`config.mk`:
```
export PLATFORM = sky130hd
export DESIGN_NAME = wdr_watchdog_reset_control
export DESIGN_NICKNAME = d
export VERILOG_FILES = /design/src/rtl/wdr_pkg.sv /design/src/rtl/wdr_watchdog_reset_control.sv
export SDC_FILE = /design/constraint.sdc
export NUM_CORES = 1
export LEC_CHECK = 0
export BUFFER_PORTS_ARGS = -buffer_cell sky130_fd_sc_hd__buf_4
export CELL_PAD_IN_SITES_DETAIL_PLACEMENT = 1
export CELL_PAD_IN_SITES_GLOBAL_PLACEMENT = 1
export CORE_MARGIN = 3
export CORE_UTILIZATION = 38
export CTS_BUF_LIST = sky130_fd_sc_hd__clkbuf_16
export DETAILED_ROUTE_END_ITERATION = 16
export GPL_TIMING_DRIVEN = 0
export PLACE_DENSITY = 0.84
export SYNTH_ARGS = -nofsm -noshare
export SYNTH_HDL_FRONTEND = slang
export SYNTH_SLANG_ARGS = --single-unit
```
`constraint.sdc`:
```
create_clock -name i_clock -period 7.4 [get_ports i_clock]
set_input_delay 0 -clock i_clock [delete_from_list [all_inputs] [get_ports i_clock]]
set_output_delay 0 -clock i_clock [all_outputs]
set_load 0.02 [all_outputs]
```
`src/rtl/wdr_pkg.sv`:
```
// Constants, register map and carrier types for the watchdog and reset control block.
// Assumes a 25 MHz system clock and a slow oscillator near 32 kHz sampled as a plain input.
package wdr_pkg;

	// ==========================================================================
	// Register map (byte addresses, one 32-bit word each)
	localparam logic [3:0] ADDR_WDT_CTRL = 4'h0;
	localparam logic [3:0] ADDR_FLAGS    = 4'h4;
	localparam logic [3:0] ADDR_PIN_KEY  = 4'h8;
	localparam logic [3:0] ADDR_STATUS   = 4'hC;

	// ==========================================================================
	// Reset values and codes
	localparam logic [7:0] WDT_CTRL_POR   = 8'h53;
	localparam logic [7:0] PIN_KEY_POR    = 8'h55;
	localparam logic [4:0] KEY_ENABLE     = 5'h0A;
	localparam logic [4:0] KEY_DISABLE    = 5'h15;
	localparam logic [7:0] PIN_CODE_GPIO  = 8'h55;
	localparam logic [7:0] PIN_CODE_RESET = 8'hAA;

	// ==========================================================================
	// Field positions
	localparam int KEY_MSB       = 7;
	localparam int KEY_LSB       = 3;
	localparam int PERIOD_MSB    = 2;
	localparam int PERIOD_LSB    = 0;
	localparam int FLAG_WDT_KEY  = 0;
	localparam int FLAG_LEVEL    = 1;
	localparam int FLAG_BROWNOUT = 2;
	localparam int FLAG_PIN_KEY  = 3;
	localparam int ST_EXPIRY     = 0;
	localparam int ST_POWER_DOWN = 1;
	localparam int ST_HALTED     = 2;
	localparam int ST_PIN_RESET  = 3;

	// ==========================================================================
	// Shared pin configuration option codes
	localparam logic [1:0] CFG_ALWAYS_GPIO  = 2'h0;
	localparam logic [1:0] CFG_ALWAYS_RESET = 2'h1;

	// ==========================================================================
	// Timing
	localparam int          SLOW_OSC_HZ          = 32000;
	localparam int          CLOCK_PERIOD_NS      = 40;
	localparam int          PIN_RELEASE_DELAY_NS = 100000;
	localparam int          PIN_RELEASE_CYCLES   =
		(PIN_RELEASE_DELAY_NS + CLOCK_PERIOD_NS - 1) / CLOCK_PERIOD_NS;
	localparam logic [11:0] PIN_RELEASE_COUNT    = 12'(PIN_RELEASE_CYCLES);
	localparam logic [7:0]  SOFT_RESET_TICKS     = 8'h10;
	localparam int          WDT_CNT_W            = 18;

	// ==========================================================================
	// Types
	typedef enum logic {
		PM_RUN,
		PM_HALTED
	} wdr_power_e;

	typedef struct packed {
		logic [3:0]  address;
		logic        read;
		logic        write;
		logic [31:0] writedata;
		logic [3:0]  byteenable;
	} wdr_avs_req_s;

	typedef struct packed {
		logic [31:0] readdata;
		logic        waitrequest;
	} wdr_avs_rsp_s;

	typedef struct packed {
		logic watchdog_clear_instr;
		logic halt_instr;
		logic wake_event;
	} wdr_cpu_evt_s;

	// Last count before overflow for each period select code
	function automatic logic [WDT_CNT_W-1:0] wdr_terminal(input logic [2:0] period_select);
		logic [WDT_CNT_W-1:0] t;
		t = 18'h3FFFF;
		unique case (period_select)
			3'h0: t = 18'h000FF;
			3'h1: t = 18'h003FF;
			3'h2: t = 18'h00FFF;
			3'h3: t = 18'h03FFF;
			3'h4: t = 18'h07FFF;
			3'h5: t = 18'h0FFFF;
			3'h6: t = 18'h1FFFF;
			3'h7: t = 18'h3FFFF;
		endcase
		return t;
	endfunction

endpackage

```
`src/rtl/wdr_watchdog_reset_control.sv`:
```
// Watchdog timer, key-protected control registers and reset source sequencing.
// Assumes the CPU core gives one-cycle instruction strobes on i_clock and that the
// slow oscillator, shared pin and configuration strap arrive asynchronously.
`timescale 1ns/100ps

module wdr_watchdog_reset_control (
	// Clock and reset
	input  wire logic                  i_clock,
	input  wire logic                  i_rst_n,
	// Register bus
	input  wire wdr_pkg::wdr_avs_req_s i_avs,
	output      wdr_pkg::wdr_avs_rsp_s o_avs,
	// CPU events
	input  wire wdr_pkg::wdr_cpu_evt_s i_cpu_evt,
	// Other reset sources
	input  wire logic                  i_brownout_event,
	input  wire logic                  i_level_code_event,
	// Pins and straps
	input  wire logic                  i_slow_internal_osc,
	input  wire logic                  i_external_clear_pin_n,
	input  wire logic [1:0]            i_pin_config,
	// Reset outputs
	output      logic                  o_device_reset,
	output      logic                  o_pc_sp_clear,
	output      logic                  o_cpu_hold,
	output      logic                  o_port_preset,
	output      logic                  o_shared_pin_is_reset,
	// Status
	output      logic                  o_expiry_flag,
	output      logic                  o_power_down_flag
);
	import wdr_pkg::*;

	// ==========================================================================
	// Input synchronisers
	logic       osc_s1;
	logic       osc_s2;
	logic       osc_s3;
	logic       pin_s1;
	logic       pin_s2;
	logic [1:0] cfg_s1;
	logic [1:0] cfg_s2;
	logic       tick;

	always_ff @(posedge i_clock or negedge i_rst_n) begin
		if (!i_rst_n) begin
			osc_s1 <= 1'b0;
			osc_s2 <= 1'b0;
			osc_s3 <= 1'b0;
			pin_s1 <= 1'b1;
			pin_s2 <= 1'b1;
			cfg_s1 <= 2'h0;
			cfg_s2 <= 2'h0;
		end else begin
			osc_s1 <= i_slow_internal_osc;
			osc_s2 <= osc_s1;
			osc_s3 <= osc_s2;
			pin_s1 <= i_external_clear_pin_n;
			pin_s2 <= pin_s1;
			cfg_s1 <= i_pin_config;
			cfg_s2 <= cfg_s1;
		end
	end

	// Rising edge of the slow oscillator paces every slow count
	assign tick = osc_s2 & ~osc_s3;

	// ==========================================================================
	// Registers and decoded state
	logic [7:0]           watchdog_control;
	logic [7:0]           pin_function_key;
	logic                 watchdog_key_fault_flag;
	logic                 level_code_fault_flag;
	logic                 brownout_flag;
	logic                 pin_key_fault_flag;
	logic                 expiry_flag;
	logic                 power_down_flag;
	wdr_power_e           power_mode;
	logic [WDT_CNT_W-1:0] wdt_count;
	logic [7:0]           soft_ticks;
	logic                 pend_wdt_key;
	logic                 pend_pin_key;
	logic [11:0]          release_count;
	logic                 ack;
	logic [31:0]          readdata;

	logic [4:0] watchdog_enable_key;
	logic [2:0] period_select;
	logic       wdt_enabled;
	logic       wdt_key_bad;
	logic       pin_key_bad;
	logic       pin_is_reset;
	logic       ext_active;
	logic       overflow;
	logic       soft_fire;
	logic       full_reset;
	logic       warm_wake;
	logic       wr_take;
	logic       rd_take;

	assign watchdog_enable_key = watchdog_control[KEY_MSB:KEY_LSB];
	assign period_select       = watchdog_control[PERIOD_MSB:PERIOD_LSB];
	assign wdt_enabled         = (watchdog_enable_key == KEY_ENABLE);
	// Checked every cycle, so a value corrupted by noise is caught as well as a write
	assign wdt_key_bad         = !wdt_enabled && (watchdog_enable_key != KEY_DISABLE);
	assign pin_key_bad         = (pin_function_key != PIN_CODE_GPIO) &&
	                             (pin_function_key != PIN_CODE_RESET);

	// Fixed options take either valid code; register option decodes it
	always_comb begin
		if (cfg_s2 == CFG_ALWAYS_GPIO) begin
			pin_is_reset = 1'b0;
		end else if (cfg_s2 == CFG_ALWAYS_RESET) begin
			pin_is_reset = 1'b1;
		end else begin
			pin_is_reset = (pin_function_key == PIN_CODE_RESET);
		end
	end

	assign ext_active = pin_is_reset && !pin_s2;

	// Overflow only possible while enabled, since the counter is held otherwise
	assign overflow   = wdt_enabled && tick &&
	                    (wdt_count == wdr_terminal(period_select));
	assign soft_fire  = (pend_wdt_key || pend_pin_key) && tick &&
	                    (soft_ticks == SOFT_RESET_TICKS - 8'h01);
	assign full_reset = soft_fire || (overflow && power_mode == PM_RUN);
	assign warm_wake  = overflow && (power_mode == PM_HALTED);

	// ==========================================================================
	// Avalon-MM slave: one wait cycle per access
	assign wr_take = i_avs.write && ack;
	assign rd_take = i_avs.read && !ack;
	assign o_avs   = '{readdata: readdata, waitrequest: (i_avs.read || i_avs.write) && !ack};

	always_ff @(posedge i_clock or negedge i_rst_n) begin
		if (!i_rst_n) begin
			ack <= 1'b0;
		end else begin
			ack <= (i_avs.read || i_avs.write) && !ack;
		end
	end

	always_ff @(posedge i_clock or negedge i_rst_n) begin
		if (!i_rst_n) begin
			readdata <= 32'h0000_0000;
		end else if (rd_take) begin
			unique case (i_avs.address)
				ADDR_WDT_CTRL: readdata <= {24'h00_0000, watchdog_control};
				ADDR_FLAGS:    readdata <= {28'h000_0000, pin_key_fault_flag, brownout_flag,
				                            level_code_fault_flag,
				                            watchdog_key_fault_flag};
				ADDR_PIN_KEY:  readdata <= {24'h00_0000, pin_function_key};
				ADDR_STATUS:   readdata <= {28'h000_0000, pin_is_reset,
				                            power_mode == PM_HALTED, power_down_flag,
				                            expiry_flag};
				default:       readdata <= 32'h0000_0000;
			endcase
		end
	end

	// ==========================================================================
	// Watchdog control register
	always_ff @(posedge i_clock or negedge i_rst_n) begin
		if (!i_rst_n) begin
			watchdog_control <= WDT_CTRL_POR;
		end else if (full_reset) begin
			watchdog_control <= WDT_CTRL_POR;
		end else if (wr_take && i_avs.address == ADDR_WDT_CTRL && i_avs.byteenable[0]) begin
			watchdog_control <= i_avs.writedata[7:0];
		end
	end

	// ==========================================================================
	// Pin function key register
	always_ff @(posedge i_clock or negedge i_rst_n) begin
		if (!i_rst_n) begin
			pin_function_key <= PIN_KEY_POR;
		end else if (full_reset || ext_active) begin
			// Halted watchdog wake keeps the key
			pin_function_key <= PIN_KEY_POR;
		end else if (wr_take && i_avs.address == ADDR_PIN_KEY && i_avs.byteenable[0]) begin
			pin_function_key <= i_avs.writedata[7:0];
		end
	end

	// ==========================================================================
	// Watchdog counter
	always_ff @(posedge i_clock or negedge i_rst_n) begin
		if (!i_rst_n) begin
			wdt_count <= '0;
		end else if (!wdt_enabled) begin
			wdt_count <= '0;
		end else if (i_cpu_evt.watchdog_clear_instr || i_cpu_evt.halt_instr || ext_active) begin
			wdt_count <= '0;
		end else if (overflow || full_reset) begin
			wdt_count <= '0;
		end else if (tick) begin
			wdt_count <= wdt_count + 18'h00001;
		end
	end

	// ==========================================================================
	// Soft reset delay
	always_ff @(posedge i_clock or negedge i_rst_n) begin
		if (!i_rst_n) begin
			pend_wdt_key <= 1'b0;
			pend_pin_key <= 1'b0;
		end else if (soft_fire) begin
			pend_wdt_key <= 1'b0;
			pend_pin_key <= 1'b0;
		end else begin
			// Latched so a key that flips back still completes its reset
			if (wdt_key_bad) begin
				pend_wdt_key <= 1'b1;
			end
			if (pin_key_bad) begin
				pend_pin_key <= 1'b1;
			end
		end
	end

	always_ff @(posedge i_clock or negedge i_rst_n) begin
		if (!i_rst_n) begin
			soft_ticks <= 8'h00;
		end else if (!(pend_wdt_key || pend_pin_key) || soft_fire) begin
			soft_ticks <= 8'h00;
		end else if (tick) begin
			soft_ticks <= soft_ticks + 8'h01;
		end
	end

	// ==========================================================================
	// Reset cause flags: hardware set wins over a software write
	always_ff @(posedge i_clock or negedge i_rst_n) begin
		if (!i_rst_n) begin
			watchdog_key_fault_flag <= 1'b0;
			level_code_fault_flag   <= 1'b0;
			brownout_flag           <= 1'b0;
			pin_key_fault_flag      <= 1'b0;
		end else begin
			if (wr_take && i_avs.address == ADDR_FLAGS && i_avs.byteenable[0]) begin
				watchdog_key_fault_flag <= i_avs.writedata[FLAG_WDT_KEY];
				level_code_fault_flag   <= i_avs.writedata[FLAG_LEVEL];
				brownout_flag           <= i_avs.writedata[FLAG_BROWNOUT];
				pin_key_fault_flag      <= i_avs.writedata[FLAG_PIN_KEY];
			end
			if (soft_fire && pend_wdt_key) begin
				watchdog_key_fault_flag <= 1'b1;
			end
			if (soft_fire && pend_pin_key) begin
				pin_key_fault_flag <= 1'b1;
			end
			if (i_level_code_event) begin
				level_code_fault_flag <= 1'b1;
			end
			if (i_brownout_event) begin
				brownout_flag <= 1'b1;
			end
		end
	end

	// ==========================================================================
	// Power mode and status flags
	always_ff @(posedge i_clock or negedge i_rst_n) begin
		if (!i_rst_n) begin
			power_mode <= PM_RUN;
		end else if (full_reset || warm_wake || ext_active || i_cpu_evt.wake_event) begin
			power_mode <= PM_RUN;
		end else if (i_cpu_evt.halt_instr) begin
			power_mode <= PM_HALTED;
		end
	end

	always_ff @(posedge i_clock or negedge i_rst_n) begin
		if (!i_rst_n) begin
			expiry_flag <= 1'b0;
		end else if (overflow) begin
			// Overflow wins over a halt in the same cycle
			expiry_flag <= 1'b1;
		end else if (i_cpu_evt.halt_instr) begin
			expiry_flag <= 1'b0;
		end
	end

	always_ff @(posedge i_clock or negedge i_rst_n) begin
		if (!i_rst_n) begin
			power_down_flag <= 1'b0;
		end else if (i_cpu_evt.halt_instr || warm_wake) begin
			power_down_flag <= 1'b1;
		end else if (i_cpu_evt.watchdog_clear_instr) begin
			power_down_flag <= 1'b0;
		end
	end

	// ==========================================================================
	// Pin reset hold and release delay
	always_ff @(posedge i_clock or negedge i_rst_n) begin
		if (!i_rst_n) begin
			release_count <= 12'h000;
		end else if (ext_active) begin
			release_count <= PIN_RELEASE_COUNT;
		end else if (release_count != 12'h000) begin
			release_count <= release_count - 12'h001;
		end
	end

	// ==========================================================================
	// Output registers
	always_ff @(posedge i_clock or negedge i_rst_n) begin
		if (!i_rst_n) begin
			o_device_reset        <= 1'b0;
			o_pc_sp_clear         <= 1'b0;
			o_cpu_hold            <= 1'b1;
			o_port_preset         <= 1'b1;
			o_shared_pin_is_reset <= 1'b0;
			o_expiry_flag         <= 1'b0;
			o_power_down_flag     <= 1'b0;
		end else begin
			o_device_reset        <= full_reset;
			o_pc_sp_clear         <= warm_wake;
			// Hold keeps watchdog_control intact but resets the pin function key; only the program counter restarts
			o_cpu_hold            <= ext_active || (release_count != 12'h000);
			o_port_preset         <= 1'b0;
			o_shared_pin_is_reset <= pin_is_reset;
			o_expiry_flag         <= expiry_flag;
			o_power_down_flag     <= power_down_flag;
		end
	end

endmodule

```
==> summary.md, run 1 <==
| Metric | Value |
|---|---|
| Status | `completed` |
| Fmax | `349 MHz` |
| Post-DP HPWL | `7700 um` |
| DIE HEIGHT | `113 um` |
| Critical path arrival | `3.14 ns` |
| Leak | `2.49 nW` |
| Initial core utilization | `0.395` |
| Placer congestion estimate | `0.824` |
| Reg clk slew, reported paths | `0.07 ns` |
| Final WL | `11100 um` |
| EDFF count, synth | `0` |
| Synth Area in Compound Gates | `0.0663` |
| I/O pins | `93` |
| Mapped Cells | `414` |
| Post-cts resize count | `0` |
| Number of global-route vias before repair | `3765` |
| Hold path startpoint | `i_avs[38]` |
| Clock Sinks | `88` |
| Post-Synth Adder-Cell Area | `0.00861` |
| Number of H-tree levels | `3` |
| Gr usage total | `0.185` |
| Skew final | `0.00763 ns` |
| Number of remaining DRC errors | `0` |
| First-pass GRT wire length | `19100 um` |
| Critical path class | `flop to flop` |
| Period Utilization, post-route | `0.387` |
| Final setup viols | `0` |
| Unrepaired setup endpoints after global routing | `false` |
| Grt total ovfl | `0` |
| Hold EP | `readdata[0]` |
| Max-slew violations | `0` |
| Die area | `12800 um^2` |
| Worst r2r dst | `power_down_flag` |
| Worst Hold Class | `input port to flop` |
| Final Hold Viols | `0` |
| Slew @ Worst Pin | `1.19 ns` |
| 1st-iter DRT viols | `159` |
| Slowest cell on the critical path | `dlygate4sd3_1` |
| Path depth of the worst reg2reg path | `6` |
| Max cap viols | `0` |
| Setup Fix Bufs, Post-CTS | `0` |
| Hold depth | `3` |
| CP Launch Type | `flop` |
| Synth-to-layout area growth | `25.2%` |
| Via count | `3427` |
| Chip width | `113 um` |
| Synthesized area | `4360 um^2` |
| CTS Buffer Depth | `2` |
| NumNets Final | `567` |
| Xor/xnor cell area share of the yosys netlist | `0.0562` |
| Core Util, Final | `0.495` |
| Top_reg_cell synth | `dfrtp_1` |
| Via density | `5.22` |
| Initial antenna violation count | `0` |
| Mux cell area share after synthesis | `0.0772` |
| Seq/Total Area, Yosys | `0.508` |
| Pin count of the biggest net entering global routing | `89` |
| Worst skew pair latency | `0.34 ns` |
| CTS Root Cell | `clkbuf_16` |
| Library cells used by synthesis | `56` |
| CP cell instances | `or4_1 > o21a_1 > or4_4 > nor3_2 > a221o_1 > dlygate4sd3_1` |
| CTS Hold Buffers Added | `22` |
| Inserted Diodes | `0` |
| Flops & latches, synth | `88` |
| Number of buffers created by CTS | `9` |
| Main combinational cell family by area after synthesis | `simple AND/OR/NAND/NOR gates` |
| CORE AREA | `11000 um^2` |
| Relative slew slack | `0.197` |
| Tmin final | `2.86 ns` |
| Yosys warning total | `0` |
| Setup slack, reg-to-reg | `4.54 ns` |
| 1st-pass router iterations | `4` |
| Post-synthesis simple-gate area fraction | `0.213` |
| DR WL/cell | `16.9 um` |
| Port buffer count | `40` |
| Worst EP required | `7.68 ns` |
| Pwr Density | `238 nW/um^2` |
| CP endpoint kind | `flop` |
| Reg2Reg Launch Point | `wdt_count[10]` |
| Worst-path maximum fanout | `10` |
| Setup TNS | `0 ns` |
| CTS tree | `built` |
| Worst VDD drop | `0.104 mV` |
| DRT antenna net count | `0` |
| Avg Synthesized Cell Area | `10.5 um^2` |
| FP Rows | `38` |
| Asr flop ratio synth | `1.00` |
| Crit path largest cell delay | `0.54 ns` |
| Layout cells sized above 1 | `0.221` |
==> how the worst max path moves through the flow <==
stage,slack [ns],from,endpoint,cells past startpoint
2_1_floorplan,5.06,wdt_count[10],pin_function_key[7],7
3_3_place_gp,4.82,pin_function_key[2],wdt_count[13],7
3_5_place_dp,4.71,pin_function_key[2],wdt_count[13],7
4_1_cts,4.54,wdt_count[10],power_down_flag,6
5_1_grt,4.41,wdt_count[10],power_down_flag,6
6_report,4.54,wdt_count[10],power_down_flag,6
==> state kept, by name, summed over array words and instances (netlist names), 2 cells and up <==
register	flops
release_count	12
soft_ticks	8
readdata	8
wdt_count	18
watchdog_control	8
cfg_s1	2
cfg_s2	2
pin_function_key	8
==> critical path: cells and delay by family, from the launching register on <==
family                 cells  cell delay, ns
AO/OA/AOI/OAI              2            0.37
AND/OR/NAND/NOR            3            1.47
buffers and inverters      1            0.54
flip-flops                 1            0.41
==> where the power goes <==
part	total, mW	internal (mW)	switching, mW
clock	0.489	0.293	0.196
combinational	0.225	0.102	0.123
sequential	0.587	0.536	0.0516
==> placed cells by master, fill, tap and decap left out, types with 5 or more instances in the layout <==
cell / instances
a21oi_1: 8
and2_1: 5
and3_1: 8
buf_4: 64
clkbuf_1: 9
clkbuf_16: 9
conb_1: 25
dfrtp_1: 76
dfstp_2: 12
dlygate4sd3_1: 22
inv_1: 9
mux2_2: 7
mux2i_1: 19
nand2_1: 29
nand3_1: 26
nand4_1: 10
nor2_1: 37
nor2b_1: 7
nor3_1: 23
nor4_1: 5
o21ai_0: 5
o31ai_1: 5
or4_1: 5
xnor2_1: 10
xor2_1: 18
==> final cells by class <==
cell class	instances	area [um^2]
repair buffers	62	520
clock inverters	7	87.6
flip-flops and latches	88	2220
multi-input cells	302	1930
well taps	140	175
clock buffers	9	225
fillers	1216	5570
plain buffers	40	272
inverters	8	30.0
==> cell families after synthesis <==
family | count (synthesis)
buf+inv | 48
other cells | 1
mux | 29
simple gates | 178
fa+ha+maj | 3
flops | 88
xor+xnor | 28
compound gates | 39
==> routing by layer <==
layer / GRT usage / up-vias / part of all wire
met2: 0.315 / 74 / 0.51
met5: 0 / - / 0
met4: 0.0505 / 0 / 0.014
met3: 0.0460 / 16 / 0.041
li1: - / 1611 / -
met1: 0.235 / 1726 / 0.43
==> through the flow <==
stage,area (um^2),setup slack (ns),std cells,hold WS [ns],total power [mW]
final,5460,4.54,656,0.0318,1.30
after global routing,5460,4.41,656,0.0556,1.37
after CTS,5460,4.54,656,0.0251,1.31
after detailed placement,4930,4.71,618,0.110,0.809
after global placement,4930,4.82,618,0.109,0.790
after floorplan,4450,5.06,438,-0.296,0.729
==> cells in the mapped netlist (all sizes together) (3+ instances only) <==
| cell type | count | area share |
|---|---|---|
| a211o | 3 | 0.0060 |
| a21oi | 8 | 0.0092 |
| a22o | 3 | 0.0060 |
| and2 | 5 | 0.0072 |
| and3 | 11 | 0.017 |
| buf | 30 | 0.051 |
| clkbuf | 10 | 0.011 |
| dfrtp | 76 | 0.44 |
| dfstp | 12 | 0.072 |
| ha | 3 | 0.0086 |
| inv | 8 | 0.0069 |
| mux2 | 7 | 0.018 |
| mux2i | 19 | 0.044 |
| mux4 | 3 | 0.015 |
| nand2 | 29 | 0.025 |
| nand2b | 4 | 0.0057 |
| nand3 | 26 | 0.030 |
| nand4 | 10 | 0.014 |
| nor2 | 37 | 0.032 |
| nor2b | 7 | 0.010 |
| nor3 | 25 | 0.031 |
| nor4 | 5 | 0.0072 |
| o21ai | 6 | 0.0069 |
| o31ai | 5 | 0.0086 |
| or3 | 4 | 0.0057 |
| or4 | 7 | 0.014 |
| xnor2 | 10 | 0.020 |
| xor2 | 18 | 0.036 |
(Power assumes the default switching activity.)
==> inputs of run 2 (changes only) <==
--- a/config.mk
+++ b/config.mk
@@ -13,7 +13,7 @@
 export CTS_BUF_LIST = sky130_fd_sc_hd__clkbuf_16
 export DETAILED_ROUTE_END_ITERATION = 16
 export GPL_TIMING_DRIVEN = 0
-export PLACE_DENSITY = 0.84
+export PLACE_DENSITY = 0.87
 export SYNTH_ARGS = -nofsm -noshare
 export SYNTH_HDL_FRONTEND = slang
 export SYNTH_SLANG_ARGS = --single-unit
==> constraint.sdc (replaced) <==
create_clock -name i_clock -period 2.48 [get_ports i_clock]
set_input_delay 0 -clock i_clock [delete_from_list [all_inputs] [get_ports i_clock]]
set_output_delay 0 -clock i_clock [all_outputs]
set_load 0.02 [all_outputs]
==> run 2 against run 1 <==
- global-route usage up 1.3 points
- via count up 2.6%
- setup slack worse by 4.5 ns
- sequential cell count unchanged
- total power rose to 2.9 times the previous value
- register-to-register slack worse by 4.5 ns
- clock skew about the same
- hold slack better by 0.032 ns
- sequential share of layout area down 0.30 points
- wire length up 10%
- clock-buffer cell count unchanged
- maximum frequency up 16%
- largest power group unchanged
==> summary.md, run 2 (synthesis gave the netlist of run 1 again) <==
| Metric | Value |
|---|---|
| Status | `completed (unchanged)` |
| Synth-to-layout area growth | `26.1% (was 25.2%)` |
| Max-slew violations | `0 (unchanged)` |
| Worst-path maximum fanout | `10 (unchanged)` |
| DIE HEIGHT | `113 um (unchanged)` |
| Chip width | `113 um (unchanged)` |
| Placer congestion estimate | `0.804 (was 0.824)` |
| Most common cell after layout, fill and taps aside | `dfrtp_1 (unchanged)` |
| CP cell instances | `clkbuf_8 > nor4bb_1 > a311oi_1 > a2111o_1 > or4_4 > buf_8 > and3_1 (was or4_1 > o21a_1 > or4_4 > nor3_2 > a221o_1 > dlygate4sd3_1)` |
| Max reg flops | `18 (unchanged)` |
| Biggest regs | `wdt_count: 18 flops, release_count: 12 flops (unchanged)` |
| Port buffer count | `40 (unchanged)` |
| Via density | `5.35 (was 5.22)` |
| Pin count of the biggest net entering global routing | `89 (unchanged)` |
| Slew @ Worst Pin | `1.13 ns (was 1.19 ns)` |
| I/O pins | `93 (unchanged)` |
| Leak | `2.52 nW (was 2.49 nW)` |
| Tot Pwr | `3.83 mW (was 1.30 mW)` |
| DP Cell Count | `618 (unchanged)` |
| Grt total ovfl | `0 (unchanged)` |
| Worst skew pair latency | `0.34 ns (about the same)` |
| Reg clk slew, reported paths | `0.07 ns (about the same)` |
| NumNets Final | `568 (was 567)` |
| Layout cells sized above 1 | `0.244 (was 0.221)` |
| CORE AREA | `11000 um^2 (unchanged)` |
| Number of H-tree levels | `3 (unchanged)` |
| Number of remaining DRC errors | `0 (unchanged)` |
| CTS Buffer Depth | `2 (unchanged)` |
| Slowest cell on the critical path | `or4_4 (was dlygate4sd3_1)` |
| Critical path class | `flop to flop (unchanged)` |
| Final WL | `12200 um (was 11100 um)` |
| Worst VDD drop | `0.438 mV (was 0.104 mV)` |
| Max cap viols | `0 (unchanged)` |
| 1st-pass router iterations | `4 (unchanged)` |
| CP Launch Type | `flop (unchanged)` |
| Crit path largest cell delay | `0.62 ns (was 0.54 ns)` |
| Worst EP required | `2.71 ns (was 7.68 ns)` |
| Critical path arrival | `2.70 ns (was 3.14 ns)` |
| Worst Hold Class | `input port to flop (unchanged)` |
| 1st-iter DRT viols | `169 (was 159)` |
| Number of buffers created by CTS | `9 (unchanged)` |
| Clock Sinks | `88 (unchanged)` |
| Pwr Density | `697 nW/um^2 (was 238 nW/um^2)` |
| CTS tree | `built (unchanged)` |
| FP Rows | `38 (unchanged)` |
| Tmin final | `2.47 ns (was 2.86 ns)` |
| Final setup viols | `0 (unchanged)` |
| Initial antenna violation count | `0 (unchanged)` |
| DR WL/cell | `18.6 um (was 16.9 um)` |
| CP endpoint kind | `flop (unchanged)` |
| Most flop-heavy register | `wdt_count (unchanged)` |
| Most frequent cells in the layout | `dfrtp_1 (76), buf_4 (68), nor2_1 (36) (was dfrtp_1 (76), buf_4 (64), nor2_1 (37))` |
| Relative slew slack | `0.244 (was 0.197)` |
| Gr usage total | `0.198 (was 0.185)` |
| Inserted Diodes | `0 (unchanged)` |
| CTS Root Cell | `clkbuf_16 (unchanged)` |
| Die area | `12800 um^2 (unchanged)` |
| Non-Filler Instances | `657 (was 656)` |
| Period Utilization, post-route | `0.994 (was 0.387)` |
| Fmax | `405 MHz (was 349 MHz)` |
| Via count | `3516 (was 3427)` |
| DRT antenna net count | `0 (unchanged)` |
| Initial core utilization | `0.395 (unchanged)` |
| First-pass GRT wire length | `20100 um (was 19100 um)` |
| Post-DP HPWL | `7910 um (was 7700 um)` |
| Number of global-route vias before repair | `3827 (was 3765)` |
| Skew final | `0.00773 ns (was 0.00763 ns)` |
| Final Hold Viols | `0 (unchanged)` |
## run 2: repair_timing
item                       4_1_cts  5_1_grt
hold endpoints to repair        99        0
setup endpoints to repair       21       34
gates resized for setup          6        5
pin swaps                        0        2
buffers inserted                 1        3
hold buffers                    21        0
## run 2: path summary, 6_finish.rpt
check	from	endpoint	slack (ns)	depth (start not counted)
setup / recovery	watchdog_control[1]	pin_function_key[7]	0.01	7
hold / removal	i_avs[11]	watchdog_control[7]	0.06	3
setup reg to reg	watchdog_control[1]	pin_function_key[7]	0.01	7
hold reg to reg	osc_s1	osc_s2	0.35	0
max in group asynchronous	i_rst_n	watchdog_control[5]	1.33	2
min in group asynchronous	i_rst_n	osc_s1	0.41	2
## run 2: metrics by stage
step	worst slack (ns)	TNS, ns	cell area, um^2	util	hold WS [ns]
6_report	0.0137	0	5500	0.499	0.0637
5_1_grt	-0.0238	-0.0238	5500	0.499	0.0669
4_1_cts	0.0130	0	5470	0.496	0.0449
3_5_place_dp	-0.211	-2.40	4930	0.447	0.110
3_3_place_gp	-0.107	-0.911	4930	0.447	0.109
2_1_floorplan	0.137	0	4450	-	-0.296
## run 2: layer usage
layer  vias to the layer above  wire length, um  part of all wire  track usage
met1                      1788             4880              0.40        0.236
met3                        29              451             0.037       0.0337
met4                         0              362             0.030       0.0713
met5                         -                0                 0            0
li1                       1615                -                 -            -
met2                        84             6550              0.53        0.358
## run 2: layout make-up
| type | count | area (um^2) |
|---|---|---|
| timing repair buffer | 65 | 541 |
| clock inverter | 7 | 71.3 |
| clock buffer | 9 | 225 |
| tap | 140 | 175 |
| fill | 1217 | 5530 |
| buffer | 38 | 258 |
| inverter | 8 | 30.0 |
| multi-input combinational | 302 | 1980 |
| sequential | 88 | 2220 |
## run 2: critical path: cells and delay by family, from the launching register on
family | cells | cell delay, ns
simple gates | 3 | 1.09
compound gates | 2 | 0.52
flops | 1 | 0.39
buf+inv | 2 | 0.34
## run 2: where the power goes
part / internal, mW / switching, mW / leakage, nW / total [mW]
sequential: 1.60 / 0.164 / 1.09 / 1.76
combinational: 0.310 / 0.387 / 1.29 / 0.697
clock: 0.781 / 0.593 / 0.139 / 1.37
total: 2.69 / 1.14 / 2.52 / 3.83
